===== src/lowside_pkg.sv =====
// How it works
// - gate data bit one turns gate on
// - disabled driver reads stored gate data
// - enabled driver reads selected control source (gate data bit or routed source)
// - stop entry clears both gate data bits
// - registers decoded at base plus offset
// - enable bit powers driver, selected source drives
// - stop disables drivers, gates off, auto resume
// - disabled driver is fully shut down
package lowside_pkg;

  // register offsets (byte index; byte address is four times it)
  localparam logic [2:0] GATE_DATA_IDX = 3'h0;
  localparam logic [2:0] DRIVER_CONFIG_IDX = 3'h1;
  localparam logic [2:0] FACTORY_TEST_A_IDX = 3'h2;
  localparam logic [2:0] FACTORY_TEST_B_IDX = 3'h3;
  localparam logic [2:0] SPARE_SLOT_IDX = 3'h4;
  localparam logic [2:0] OPENLOAD_STATUS_IDX = 3'h5;
  localparam logic [2:0] IRQ_ENABLE_IDX = 3'h6;
  localparam logic [2:0] IRQ_FLAGS_IDX = 3'h7;

  // field positions
  localparam int DRIVER_ENABLE_LSB = 0;
  localparam int OPENLOAD_EN_LSB = 2;
  localparam int OVERCURRENT_IRQ_EN_BIT = 7;

  // reset values
  localparam logic [1:0] GATE_DATA_RST = 2'h0;
  localparam logic [3:0] DRIVER_CONFIG_RST = 4'h0;
  localparam logic [7:0] FACTORY_TEST_A_RST = 8'h03;
  localparam logic [7:0] FACTORY_TEST_B_RST = 8'h00;
  localparam logic IRQ_ENABLE_RST = 1'b0;
  localparam logic [1:0] IRQ_FLAGS_RST = 2'h0;

  // axi responses
  localparam logic [1:0] RESP_OKAY = 2'h0;
  localparam logic [1:0] RESP_SLVERR = 2'h2;

  // settling time in ns and the cycles it takes at 125 MHz
  localparam int CLOCK_PERIOD_NS = 8;
  localparam int SETTLE_TIME_NS = 1000;
  localparam int SETTLE_CYCLES = (SETTLE_TIME_NS + CLOCK_PERIOD_NS - 1) / CLOCK_PERIOD_NS;

  // bus handshake state
  typedef enum logic [1:0] {
    BUS_IDLE = 2'b00,
    BUS_WRESP = 2'b01,
    BUS_RRESP = 2'b11
  } bus_state_t;

  // write side of axi-lite
  typedef struct packed {
    logic [31:0] awaddr;
    logic awvalid;
    logic [31:0] wdata;
    logic [3:0] wstrb;
    logic wvalid;
    logic bready;
  } axi_w_req_t;

  // read side of axi-lite
  typedef struct packed {
    logic [31:0] araddr;
    logic arvalid;
    logic rready;
  } axi_r_req_t;

  // all block state
  typedef struct packed {
    logic [1:0] gate_data;
    logic [3:0] driver_config;
    logic [7:0] factory_test_a;
    logic [7:0] factory_test_b;
    logic irq_enable;
    logic [1:0] irq_flags;
    logic stop_seen;
    logic wr_busy;
    logic rd_busy;
    logic [1:0] bresp;
    logic [1:0] rresp;
    logic [31:0] rdata;
    logic aw_held;
    logic [2:0] aw_idx;
    logic aw_ok;
    logic w_held;
    logic [7:0] w_byte;
    logic w_lane;
    logic [1:0] gate_on;
  } state_t;

endpackage


===== src/lowside_driver_regs.sv =====
// Chosen here: the AXI4-Lite register port.
module lowside_driver_regs (
  input wire logic clock_i,
  input wire logic reset_i,
  input wire logic clock_en_i,
  // stop mode request from the system
  input wire logic stop_mode_i,
  // special (test) mode allows factory register writes
  input wire logic special_mode_i,
  // routed timer / pwm source per driver, already chosen by the routing unit
  input wire logic [1:0] routed_source_i,
  // selects gate data bit as source per driver
  input wire logic [1:0] source_is_data_i,
  // analog detection inputs
  input wire logic [1:0] openload_detect_i,
  input wire logic [1:0] overcurrent_detect_i,
  // axi-lite slave
  input wire logic [31:0] s_awaddr_i,
  input wire logic s_awvalid_i,
  output logic s_awready_o,
  input wire logic [31:0] s_wdata_i,
  input wire logic [3:0] s_wstrb_i,
  input wire logic s_wvalid_i,
  output logic s_wready_o,
  output logic [1:0] s_bresp_o,
  output logic s_bvalid_o,
  input wire logic s_bready_i,
  input wire logic [31:0] s_araddr_i,
  input wire logic s_arvalid_i,
  output logic s_arready_o,
  output logic [31:0] s_rdata_o,
  output logic [1:0] s_rresp_o,
  output logic s_rvalid_o,
  input wire logic s_rready_i,
  // driver outputs
  output logic [1:0] driver_power_o,
  output logic [1:0] gate_on_o,
  output logic [1:0] openload_detect_active_o,
  output logic irq_o
);

  lowside_pkg::state_t st_r; // registered state
  lowside_pkg::state_t st_nxt; // next state
  logic [1:0] drv_on; // driver powered this cycle
  logic [1:0] src_val; // selected control source per driver
  logic [1:0] openload_stat; // live open-load status
  logic aw_take; // address accepted now
  logic w_take; // data accepted now
  logic ar_take; // read address accepted now
  logic [7:0] rd_byte; // read mux output

  // byte index of an address; word aligned registers
  function automatic logic [2:0] reg_index(input logic [31:0] addr);
    reg_index = addr[4:2];
  endfunction

  // address hits the eight word window
  function automatic logic addr_mapped(input logic [31:0] addr);
    addr_mapped = (addr[31:5] == 27'h0000000);
  endfunction

  // driver power: enable bit and not in stop
  always_comb begin
    drv_on = st_r.driver_config[1:0] & {2{~stop_mode_i}};
  end

  // source per driver: gate data bit or routed timer/pwm
  always_comb begin
    for (int i = 0; i < 2; i++) begin
      src_val[i] = source_is_data_i[i] ? st_r.gate_data[i] : routed_source_i[i];
    end
  end

  // open-load status only while driver powered and detection armed
  always_comb begin
    openload_stat = openload_detect_i & drv_on & st_r.driver_config[3:2];
  end

  // handshake readies: accept while no response pending
  // readies drop while the clock enable is low, so no item is shown taken and then lost
  always_comb begin
    s_awready_o = clock_en_i & ~st_r.wr_busy & ~st_r.aw_held;
    s_wready_o = clock_en_i & ~st_r.wr_busy & ~st_r.w_held;
    s_arready_o = clock_en_i & ~st_r.rd_busy;
    aw_take = s_awvalid_i & s_awready_o;
    w_take = s_wvalid_i & s_wready_o;
    ar_take = s_arvalid_i & s_arready_o;
  end

  // read mux over the byte registers
  always_comb begin
    rd_byte = 8'h00;
    case (reg_index(s_araddr_i))
      lowside_pkg::GATE_DATA_IDX: begin
        for (int i = 0; i < 2; i++) begin
          rd_byte[i] = st_r.driver_config[i] ? src_val[i] : st_r.gate_data[i];
        end
      end
      lowside_pkg::DRIVER_CONFIG_IDX: begin
        rd_byte = {4'h0, st_r.driver_config};
      end
      lowside_pkg::FACTORY_TEST_A_IDX: begin
        rd_byte = st_r.factory_test_a;
      end
      lowside_pkg::FACTORY_TEST_B_IDX: begin
        rd_byte = st_r.factory_test_b;
      end
      lowside_pkg::OPENLOAD_STATUS_IDX: begin
        rd_byte = {6'h00, openload_stat};
      end
      lowside_pkg::IRQ_ENABLE_IDX: begin
        rd_byte = {st_r.irq_enable, 7'h00};
      end
      lowside_pkg::IRQ_FLAGS_IDX: begin
        rd_byte = {6'h00, st_r.irq_flags};
      end
      default: begin
        rd_byte = 8'h00; // spare slot reads zero
      end
    endcase
  end

  // next-state logic
  always_comb begin
    logic [2:0] widx;
    logic [7:0] wb;
    logic wl;
    logic wok;
    logic do_write;
    logic [1:0] oc_set;
    st_nxt = st_r;
    do_write = 1'b0; // decided below once both halves are known
    oc_set = 2'h0; // filled from the comparators below
    widx = st_r.aw_idx;
    wb = st_r.w_byte;
    wl = st_r.w_lane;
    wok = st_r.aw_ok;
    // capture address and data in either order
    if (aw_take) begin
      widx = reg_index(s_awaddr_i);
      wok = addr_mapped(s_awaddr_i);
      st_nxt.aw_held = 1'b1;
      st_nxt.aw_idx = widx;
      st_nxt.aw_ok = wok;
    end
    if (w_take) begin
      wb = s_wdata_i[7:0];
      wl = s_wstrb_i[0];
      st_nxt.w_held = 1'b1;
      st_nxt.w_byte = wb;
      st_nxt.w_lane = wl;
    end
    do_write = (st_r.aw_held | aw_take) & (st_r.w_held | w_take) & ~st_r.wr_busy;
    // over-current events on powered drivers
    oc_set = overcurrent_detect_i & drv_on;
    st_nxt.irq_flags = st_r.irq_flags | oc_set;
    if (do_write) begin
      st_nxt.aw_held = 1'b0;
      st_nxt.w_held = 1'b0;
      st_nxt.wr_busy = 1'b1;
      st_nxt.bresp = wok ? lowside_pkg::RESP_OKAY : lowside_pkg::RESP_SLVERR;
      if (wok && wl) begin
        case (widx)
          lowside_pkg::GATE_DATA_IDX: begin
            st_nxt.gate_data = wb[1:0];
          end
          lowside_pkg::DRIVER_CONFIG_IDX: begin
            st_nxt.driver_config = wb[3:0];
          end
          lowside_pkg::FACTORY_TEST_A_IDX: begin
            if (special_mode_i) begin
              st_nxt.factory_test_a = wb;
            end
          end
          lowside_pkg::FACTORY_TEST_B_IDX: begin
            if (special_mode_i) begin
              st_nxt.factory_test_b = wb;
            end
          end
          lowside_pkg::IRQ_ENABLE_IDX: begin
            st_nxt.irq_enable = wb[lowside_pkg::OVERCURRENT_IRQ_EN_BIT];
          end
          lowside_pkg::IRQ_FLAGS_IDX: begin
            // write one clears; a new event in the same cycle wins
            st_nxt.irq_flags = (st_r.irq_flags & ~wb[1:0]) | oc_set;
          end
          default: begin
            st_nxt.bresp = lowside_pkg::RESP_OKAY; // read-only slots ignore writes
          end
        endcase
      end
    end
    // write response handshake
    if (st_r.wr_busy && s_bready_i) begin
      st_nxt.wr_busy = 1'b0;
    end
    // read request and response
    if (ar_take) begin
      st_nxt.rd_busy = 1'b1;
      st_nxt.rdata = {24'h000000, rd_byte};
      st_nxt.rresp = addr_mapped(s_araddr_i) ? lowside_pkg::RESP_OKAY : lowside_pkg::RESP_SLVERR;
      if (!addr_mapped(s_araddr_i)) begin
        st_nxt.rdata = 32'h00000000;
      end
    end else if (st_r.rd_busy && s_rready_i) begin
      st_nxt.rd_busy = 1'b0;
    end
    // stop entry clears the gate data bits
    st_nxt.stop_seen = stop_mode_i;
    if (stop_mode_i && !st_r.stop_seen) begin
      st_nxt.gate_data = lowside_pkg::GATE_DATA_RST;
    end
    // gate drive: source when powered and no over-current flag held
    for (int i = 0; i < 2; i++) begin
      st_nxt.gate_on[i] = drv_on[i] & src_val[i] & ~st_r.irq_flags[i];
    end
    if (stop_mode_i) begin
      st_nxt.gate_on = 2'h0;
    end
  end

  // state register with enable and synchronous reset
  always_ff @(posedge clock_i) begin
    if (reset_i) begin
      st_r <= '0;
      st_r.gate_data <= lowside_pkg::GATE_DATA_RST;
      st_r.driver_config <= lowside_pkg::DRIVER_CONFIG_RST;
      st_r.factory_test_a <= lowside_pkg::FACTORY_TEST_A_RST;
      st_r.factory_test_b <= lowside_pkg::FACTORY_TEST_B_RST;
      st_r.irq_enable <= lowside_pkg::IRQ_ENABLE_RST;
      st_r.irq_flags <= lowside_pkg::IRQ_FLAGS_RST;
    end else if (clock_en_i) begin
      st_r <= st_nxt;
    end
  end

  // outputs
  always_comb begin
    s_bvalid_o = st_r.wr_busy;
    s_bresp_o = st_r.bresp;
    s_rvalid_o = st_r.rd_busy;
    s_rdata_o = st_r.rdata;
    s_rresp_o = st_r.rresp;
    driver_power_o = drv_on;
    gate_on_o = st_r.gate_on;
    openload_detect_active_o = drv_on & st_r.driver_config[3:2] & ~st_r.gate_on;
    irq_o = st_r.irq_enable & (|st_r.irq_flags);
  end

endmodule


===== config.mk =====
export PLATFORM = sky130hd
export DESIGN_NAME = lowside_driver_regs
export DESIGN_NICKNAME = d
export VERILOG_FILES = /design/src/lowside_pkg.sv /design/src/lowside_driver_regs.sv
export SDC_FILE = /design/constraint.sdc
export NUM_CORES = 1
export LEC_CHECK = 0
export BUFFER_PORTS_ARGS = -buffer_cell sky130_fd_sc_hd__buf_2
export CAP_MARGIN = 5
export CORE_ASPECT_RATIO = 1.1
export CORE_UTILIZATION = 25
export DETAILED_ROUTE_END_ITERATION = 16
export GPL_TIMING_DRIVEN = 1
export HOLD_SLACK_MARGIN = 0.06
export PLACE_DENSITY = 0.59
export SYNTH_ARGS = -nofsm -noshare
export SYNTH_HDL_FRONTEND = slang
export SYNTH_SLANG_ARGS = --single-unit

===== constraint.sdc =====
create_clock -name clock_i -period 3.9 [get_ports clock_i]
set_input_delay 0.195 -clock clock_i [delete_from_list [all_inputs] [get_ports clock_i]]
set_output_delay 0.195 -clock clock_i [all_outputs]
set_load 0.005 [all_outputs]

==> impl_metrics.yaml, run 1 <==
run_status:
  status: "finished clean"
global_route:
  grt_pass1_wl_um: 12800
  track_usage_pct: 12.5
  grt_pass1_vias: 2645
  grt_max_degree: 37
  grt_overflow: 0
  antenna_found_initial: 0
clock_tree:
  cts_inserted_buffers: 5
  cts-root-buf: "clkbuf_16"
  h-tree-depth: 2
  clockBufferDepth: 2
  postCtsSetupBuffers: 0
  clock_latency_ns: 0.29
  cts_resized: 0
  cts_tree: "done"
  cts_hold_buf: 0
  clock-sinks: 55
  clkTransAtPathRegs_ns: 0.07
cells_and_area:
  fillers: 1240
  antenna_cells: 0
  final_nets: 556
  area_delta_synth_final_pct: 21.6
  layout-drive-gt1-share_pct: 33.9
logic_synthesis:
  synth.avg_cell_area_um2: 8.83
  synth_compound_area_share_pct: 9.22
  ys_ff_latch: 55
  yosys_most_used_dff: "dfxtp_1"
  yosys.area_share.xor_xnor_pct: 0
  synth_mux_area_share_pct: 16.7
  synth-edff-count: 0
  synthSimpleGateAreaFrac_pct: 25.8
  synthTopCellsByArea: "dfxtp_1 (36%), buf_4 (9.3%), mux2i_1 (7.9%), mux2_2 (5.9%), nor2_1 (4.9%)"
  synth_top_family_by_area: "simple AND/OR/NAND/NOR gates"
  synthTopCellsByCount: "dfxtp_1 (55), nor2_1 (40), buf_4 (38), nand2_1 (26), mux2i_1 (24)"
  syn_area_um2: 3050
  yosys.area.top_type: "dfxtp_1"
  ys_types: 46
  ys_async_sr_fraction_pct: 0
  seq_area_frac_synth_pct: 36.1
  synthAdderAreaFrac_pct: 0
  synth.top_cell.area_share_pct: 36.1
  netlist_instances: 346
  yosysWarnings: 0
  synthMostInstantiatedCell: "dfxtp_1"
setup_path:
  path_max_fanout: 11
  reg2reg_setup_slack_ns: 1.04
  cp-start-kind: "flip-flop"
  max_stage_delay_ns: 0.84
  required_ns: 4.08
  arrival_ns: 3.04
  end_kind: "flip-flop"
  path_cells: "nand4bb_1 -> o41a_1 -> or4b_1 -> mux2_4"
  path_class: "reg2reg"
  slowest_stage: "or4b_1"
drt:
  ant_nets: 0
  dr_total_vias: 2660
  dr.first_iter.drc_count: 132
  vias_per_cell: 4.52
  dr.pass1.iters: 4
  wl_per_cell_um: 13.4
  finalWirelength_um: 7890
  drc: 0
pwr:
  finalPower_mw: 1.18
  power.density_nw_per_um2: 317
  vdd_drop_max_v: 0.000153
  p_leak_nw: 1.66
job:
  cap_violations: 0
floorplan:
  fp.dieW_um: 107
  floorplan.initialDensity_pct: 26.1
  die_h_um: 118
  rows: 41
  dieArea_um2: 12700
  ios: 166
  core_um2: 11700
timing:
  rsz0062_at_grt: "no"
  fin_crit_ns: 2.86
  skew_ns: 0.00683
  tightest_slew_ns: 0.800
  fin_tns_setup_ns: 0
  slew_headroom_pct: 45.9
  hold_ws_ns: 0.182
  finalSetupViolCount: 0
  fmax_mhz: 350
  finalHoldViolCount: 0
  finalMaxSlewViolations: 0
  period_share_pct: 73.2
placement:
  globalplace.congestion: 0.850
  io_buffer_count: 108
  place_hpwl_um: 6190
worst_hold_path:
  holdCritPathClass: "in2reg"
area by class of cell:
cell class,instances,area [um^2],share of cell area (%)
Inverter,5,18.8,0.505
Timing Repair Buffer,113,578,15.6
Tap cell,150,188,5.05
Multi-Input combinational cell,258,1680,45.3
Sequential cell,55,1100,29.6
Clock inverter,2,17.5,0.472
Clock buffer,6,129,3.47
power by group:
part	leakage (nW)	switching [mW]	internal, mW	total [mW]
clock	0.0710	0.205	0.241	0.446
combinational	1.14	0.0822	0.0681	0.150
sequential	0.445	0.00810	0.573	0.581
total	1.66	0.296	0.882	1.18
metal layers:
layer | part of all wire [%] | GRT usage (%)
met5 | 0 | 0
met4 | 1.4 | 3.08
met3 | 4.8 | 2.60
met2 | 51 | 22.6
met1 | 42 | 14.8
per-stage QoR:
stage / setup slack [ns] / cell area, um^2 / util (%) / std cells
global placement: 1.04 / 3570 / 30.5 / 581
CTS: 1.06 / 3710 / 31.8 / 589
detailed placement: 0.992 / 3570 / 30.5 / 581
global route: 0.911 / 3710 / 31.8 / 589
floorplan: 1.78 / 3150 / - / 371
finish: 1.04 / 3710 / 31.8 / 589
sequential cells by signal, summed over array words and instances, names as in the netlist:
signal / count
st_r: 41
gate_on_o: 2
s_rresp_o: 1
s_bresp_o: 1
s_rvalid_o: 1
s_rdata_o: 8
s_bvalid_o: 1
cells in the final DEF, fill, tap and decap left out, types with 2 or more instances in the layout:
cell,count
nand3b_1,2
o22ai_1,3
a31oi_1,3
nor3_1,4
nand2_1,26
nor4b_1,2
mux2_2,16
buf_2,108
clkinv_4,2
or4b_1,3
inv_1,5
or4_1,2
mux2i_1,24
conb_1,26
nand2b_1,8
a32oi_1,6
nor2_1,40
o21ai_0,4
a21oi_1,19
clkbuf_16,5
buf_4,5
nor3b_1,3
dfxtp_1,55
mux2_4,6
nor4_1,9
nand3_1,9
nor4_2,5
nor2b_1,20
cell families (layout without fill, tap and decap cells):
kind of cell           count (synthesis)  in the layout
AO/OA/AOI/OAI                         44             44
other                                  1             26
multiplexers                          46             46
flip-flops                            55             55
AND/OR/NAND/NOR                      142            142
buffers and inverters                 58            126
critical path, delay by kind of cell, from the launching register on:
family | cells | cell delay (ns)
muxes | 1 | 0.40
AOI/OAI and AO/OA | 1 | 0.61
and+or+nand+nor | 2 | 1.37
DFF | 1 | 0.37
final timing paths:
kind	startpoint	to	cells after the start
worst max-delay path	s_bvalid_o	st_r[61]	4
worst min-delay path	s_rready_i	s_rvalid_o	4
worst max register to register	s_bvalid_o	st_r[61]	4
worst min register to register	s_rdata_o[0]	s_rdata_o[0]	2
(Power assumes the default switching activity.)
==> run 2: changes to the inputs <==
--- a/config.mk
+++ b/config.mk
@@ -12,7 +12,7 @@
 export DETAILED_ROUTE_END_ITERATION = 16
 export GPL_TIMING_DRIVEN = 1
 export HOLD_SLACK_MARGIN = 0.06
-export PLACE_DENSITY = 0.59
+export PLACE_DENSITY = 0.61
 export SYNTH_ARGS = -nofsm -noshare
 export SYNTH_HDL_FRONTEND = slang
 export SYNTH_SLANG_ARGS = --single-unit
==> constraint.sdc (replaced) <==
create_clock -name clock_i -period 2.3 [get_ports clock_i]
set_input_delay 0.115 -clock clock_i [delete_from_list [all_inputs] [get_ports clock_i]]
set_output_delay 0.115 -clock clock_i [all_outputs]
set_load 0.005 [all_outputs]
==> run 2 against run 1 <==
  * Clock skew is 0.00055 ns lower
  * Non-clock buffer count is 11 higher
  * Power is 68% higher
  * Sequential power is 70% higher
  * First-iteration DRC count is 36% lower
  * Flip-flop and latch count stayed put
  * Via count is 1.8% higher
  * Largest cell class unchanged
  * Global-route usage is 0.056 points higher
  * Utilization is 0.85 points higher
  * Final area is 2.7% higher
==> impl_metrics.yaml, run 2 (synthesis gave the netlist of run 1 again) <==
worst_hold_path:
  holdCritPathClass: "in2reg"
clock_tree:
  clock-sinks: 55
  clkTransAtPathRegs_ns: 0.07
  cts-root-buf: "clkbuf_16"
  clock_latency_ns: 0.29
  cts_inserted_buffers: 5
  h-tree-depth: 2
  cts_hold_buf: 0
  clockBufferDepth: 2
  cts_tree: "done"
cells_and_area:
  final_nets: 567
  utilization_pct: 32.6
  regMostFlops: "st_r"
  regArea_um2: 1100
  layout-drive-gt1-share_pct: 36.4
  final_cell_mix: "buf_2 (108), dfxtp_1 (53), nor2_1 (40)"
  antenna_cells: 0
  fillers: 1252
  multiInputGateArea_um2: 1710
  largest_reg_flops: 41
  mostFrequentLayoutCell: "buf_2"
  area_delta_synth_final_pct: 24.9
setup_path:
  end_kind: "flip-flop"
  slowest_stage: "or4b_1"
  cp-start-kind: "flip-flop"
  path_cells: "nand4bb_1 -> buf_4 -> mux2i_2 -> nand3_1 -> or4b_1 -> buf_4 -> mux2_4"
  required_ns: 2.48
  path_common_cell: "buf_4"
  path_class: "reg2reg"
  path_max_fanout: 10
  max_stage_delay_ns: 0.51
  arrival_ns: 2.37
global_route:
  track_usage_pct: 12.5
  antenna_found_initial: 0
  grt_overflow: 0
  grt_max_degree: 42
  grt_pass1_vias: 2598
  grt_pass1_wl_um: 12700
drt:
  dr.pass1.iters: 4
  drc: 0
  dr_total_vias: 2709
  wl_per_cell_um: 13.3
  finalWirelength_um: 7960
  dr.first_iter.drc_count: 85
  ant_nets: 0
  vias_per_cell: 4.52
pwr:
  p_leak_nw: 1.70
  finalPower_mw: 1.98
  vdd_drop_max_v: 0.000257
  power.density_nw_per_um2: 520
timing:
  skew_ns: 0.00628
  postLayoutSetupSlackWorst_ns: 0.101
  tightest_slew_ns: 0.725
  slew_headroom_pct: 51.6
  finalSetupViolCount: 0
  finalMaxSlewViolations: 0
  hold_ws_ns: 0.0960
  fin_tns_setup_ns: 0
  finalHoldViolCount: 0
  fmax_mhz: 455
  period_share_pct: 95.6
  fin_crit_ns: 2.20
  rsz0062_at_grt: "no"
placement:
  io_buffer_count: 108
  globalplace.congestion: 0.842
  place_hpwl_um: 6320
  place_ws_ns: -0.0195
floorplan:
  floorplan.initialDensity_pct: 26.1
  dieArea_um2: 12700
  ios: 166
  core_um2: 11700
  rows: 41
  fp.dieW_um: 107
  die_h_um: 118
run_status:
  status: "finished clean"
job:
  cap_violations: 0
## run 2: changes by cell type in the layout (fill, tap and decap cells not counted)
cell,delta
nand4_2,-1
nor4bb_1,-1
dfxtp_1,-2
clkinv_2,+1
a21oi_1,-1
clkbuf_1,+1
nand4_4,+1
clkinv_4,-2
nor4bb_2,+1
mux2i_2,+1
a21oi_2,+1
dfxtp_2,+2
mux2i_1,-1
buf_4,+11
## run 2: worst max-delay path: cells and delay by family (launching register included)
kind	cells	cell delay [ns]
mux	2	0.55
simple gates	3	0.76
buf+inv	2	0.40
flops	1	0.37
## run 2: report_power, final
| part | total, mW | switching, mW | internal (mW) |
|---|---|---|---|
| clock | 0.726 | 0.322 | 0.403 |
| combinational | 0.271 | 0.144 | 0.127 |
| sequential | 0.985 | 0.0131 | 0.972 |
## run 2: area by class of cell
| class | instances | area share (%) |
|---|---|---|
| Timing Repair Buffer | 124 | 17.3 |
| Multi-Input combinational cell | 258 | 44.7 |
| Sequential cell | 55 | 28.9 |
| Clock inverter | 1 | 0.131 |
| Tap cell | 150 | 4.92 |
| Inverter | 5 | 0.492 |
| Clock buffer | 7 | 3.48 |
## run 2: worst paths after layout
check                     from           end  slack [ns]  cells past startpoint
setup / recovery    s_bvalid_o      st_r[62]        0.10                      7
hold / removal      s_rready_i    s_rvalid_o         0.1                      4
setup reg to reg    s_bvalid_o      st_r[62]        0.10                      7
hold reg to reg   s_rdata_o[0]  s_rdata_o[0]        0.46                      2
## run 2: what timing repair did
item / 4_1_cts / 5_1_grt
resized for setup: 1 / 5
setup endpoints to repair: 6 / 12
buffers inserted: 0 / 0
## run 2: metrics by stage
step	instances	instance area [um^2]
after floorplan	371	3150
after global placement	592	3650
after detailed placement	592	3650
after CTS	600	3800
after global routing	600	3810
final	600	3810
## run 2: layer usage
layer / track usage, % / vias to the layer above / share of wire (%)
met5: 0 / - / 0
met4: 2.83 / 0 / 1.7
met3: 3.16 / 8 / 5.0
met2: 22.1 / 78 / 51
met1: 15.2 / 1252 / 42
li1: - / 1371 / -
==> run 3: changes to the inputs <==
--- a/config.mk
+++ b/config.mk
@@ -8,11 +8,12 @@
 export BUFFER_PORTS_ARGS = -buffer_cell sky130_fd_sc_hd__buf_2
 export CAP_MARGIN = 5
 export CORE_ASPECT_RATIO = 1.1
-export CORE_UTILIZATION = 25
+export CORE_MARGIN = 4
+export CORE_UTILIZATION = 41
 export DETAILED_ROUTE_END_ITERATION = 16
 export GPL_TIMING_DRIVEN = 1
 export HOLD_SLACK_MARGIN = 0.06
-export PLACE_DENSITY = 0.61
+export PLACE_DENSITY = 0.86
 export SYNTH_ARGS = -nofsm -noshare
 export SYNTH_HDL_FRONTEND = slang
 export SYNTH_SLANG_ARGS = --single-unit
==> run 3 against run 2 <==
  * Via count increased by 3.6%
  * Setup slack got worse by 0.0068 ns
  * Critical path depth unchanged
  * Sequential power about the same
  * Global-route usage increased by 4.3 points
  * Non-clock buffer count unchanged
  * Final area decreased by 3.8%
  * Clock-buffer cell count decreased by 1
  * Clock power decreased by 26%
  * Wire length decreased by 3.6%
  * Highest routed layer unchanged
==> impl_metrics.yaml, run 3 (synthesis gave the netlist of run 1 again) <==
cells_and_area:
  antenna_cells: 0
  final_nets: 567
  regArea_um2: 1100
  mostFrequentLayoutCell: "buf_2"
  fillers: 667
  regMostFlops: "st_r"
  multiInputGateArea_um2: 1690
  layoutNonFillerInstCount: 534
  area_delta_synth_final_pct: 20.2
  final_cell_mix: "buf_2 (108), dfxtp_1 (54), nor2_1 (40)"
  layout-drive-gt1-share_pct: 35.6
  stdcell_area_um2: 3670
  utilization_pct: 51.5
  largest_reg_flops: 41
run_status:
  status: "finished clean"
floorplan:
  dieArea_um2: 8900
  floorplan.initialDensity_pct: 42.9
  die_h_um: 98.5
  rows: 32
  ios: 166
  core_um2: 7130
  fp.dieW_um: 90.3
setup_path:
  required_ns: 2.50
  max_stage_delay_ns: 0.52
  arrival_ns: 2.41
  path_cells: "nand4bb_1 -> buf_4 -> mux2i_1 -> nand3_1 -> or4b_1 -> buf_4 -> mux2_4"
  slowest_stage: "or4b_1"
  path_common_cell: "buf_4"
  path_max_fanout: 10
  path_class: "reg2reg"
  end_kind: "flip-flop"
  cp-start-kind: "flip-flop"
drt:
  vias_per_cell: 5.25
  dr.first_iter.drc_count: 207
  finalWirelength_um: 7670
  wl_per_cell_um: 14.4
  dr_total_vias: 2806
  dr.pass1.iters: 5
  ant_nets: 0
  drc: 0
clock_tree:
  postCtsSetupBuffers: 0
  clockBufferDepth: 2
  cts-root-buf: "clkbuf_8"
  h-tree-depth: 2
  clock_latency_ns: 0.31
  cts_inserted_buffers: 5
  clock-sinks: 55
  clkTransAtPathRegs_ns: 0.09
  cts_tree: "done"
placement:
  io_buffer_count: 108
  dpl_cell_area_um2: 3560
  placedCellCount: 526
  globalplace.congestion: 0.902
  place_ws_ns: 0.0268
  place_hpwl_um: 6160
global_route:
  use_met2_pct: 30.7
  grt_max_degree: 32
  met3_usage_pct: 4.35
  grt_overflow: 0
  grt_pass1_vias: 2762
  grt_pass1_wl_um: 12500
  antenna_found_initial: 0
  grt.met1_usage_pct: 18.7
  track_usage_pct: 16.8
  busiest_layer: "met2"
timing:
  slew_headroom_pct: 63.7
  postLayoutSetupSlackWorst_ns: 0.0942
  fin_tns_setup_ns: 0
  finalMaxSlewViolations: 0
  rsz0062_at_grt: "no"
  finalSetupViolCount: 0
  finalHoldViolCount: 0
  fin_crit_ns: 2.21
  tightest_slew_ns: 0.544
  skew_ns: 0.00473
  period_share_pct: 95.9
  hold_ws_ns: 0.0854
  fmax_mhz: 453
pwr:
  power.density_nw_per_um2: 487
  finalPower_mw: 1.79
  p_leak_nw: 1.68
  vdd_drop_max_v: 0.000232
worst_hold_path:
  holdCritPathClass: "in2reg"
job:
  cap_violations: 0
run 3: changes by cell type in the layout (fill, tap and decap cells not counted), sizes merged:
| cell | delta |
|---|---|
| clkbuf | -1 |
| buf | -1 |
| dlygate4sd3 | +1 |
run 3: what timing repair did:
action                                 4_1_cts  5_1_grt
hold buffers                                 1        0
endpoints found under the hold margin        1        0
resized for setup                            0        2
setup endpoints to repair                    0       12
run 3: cell type report:
cell class                      count  share of cell area [%]
Clock buffer                        6                    2.25
Clock inverter                      1                   0.136
Inverter                            5                   0.511
Multi-Input combinational cell    258                    46.1
Sequential cell                    55                    30.0
Tap cell                           85                    2.90
Timing Repair Buffer              124                    18.1
run 3: routing by layer:
metal	part of all wire, %	up-vias
li1	-	1363
met1	38	1276
met5	0	-
met4	1.7	0
met3	8.2	18
met2	52	149
run 3: worst max-delay path: cells and delay by family (launching register included):
| kind | cells | cell delay [ns] |
|---|---|---|
| AND/OR/NAND/NOR | 3 | 0.79 |
| multiplexers | 2 | 0.55 |
| flip-flops | 1 | 0.38 |
| buffers and inverters | 2 | 0.39 |
run 3: where the power goes:
group | switching [mW] | internal [mW] | total (mW) | leakage (nW)
clock | 0.298 | 0.237 | 0.535 | 0.0470
sequential | 0.0133 | 0.971 | 0.985 | 0.446
combinational | 0.142 | 0.125 | 0.267 | 1.19
run 3: path summary, 6_finish.rpt:
path | start | end | slack, ns | depth (start not counted)
setup / recovery | s_bvalid_o | st_r[65] | 0.09 | 7
hold / removal | s_awaddr_i[3] | st_r[14] | 0.09 | 3
setup reg to reg | s_bvalid_o | st_r[65] | 0.09 | 7
hold reg to reg | s_bresp_o[1] | s_bresp_o[1] | 0.48 | 2
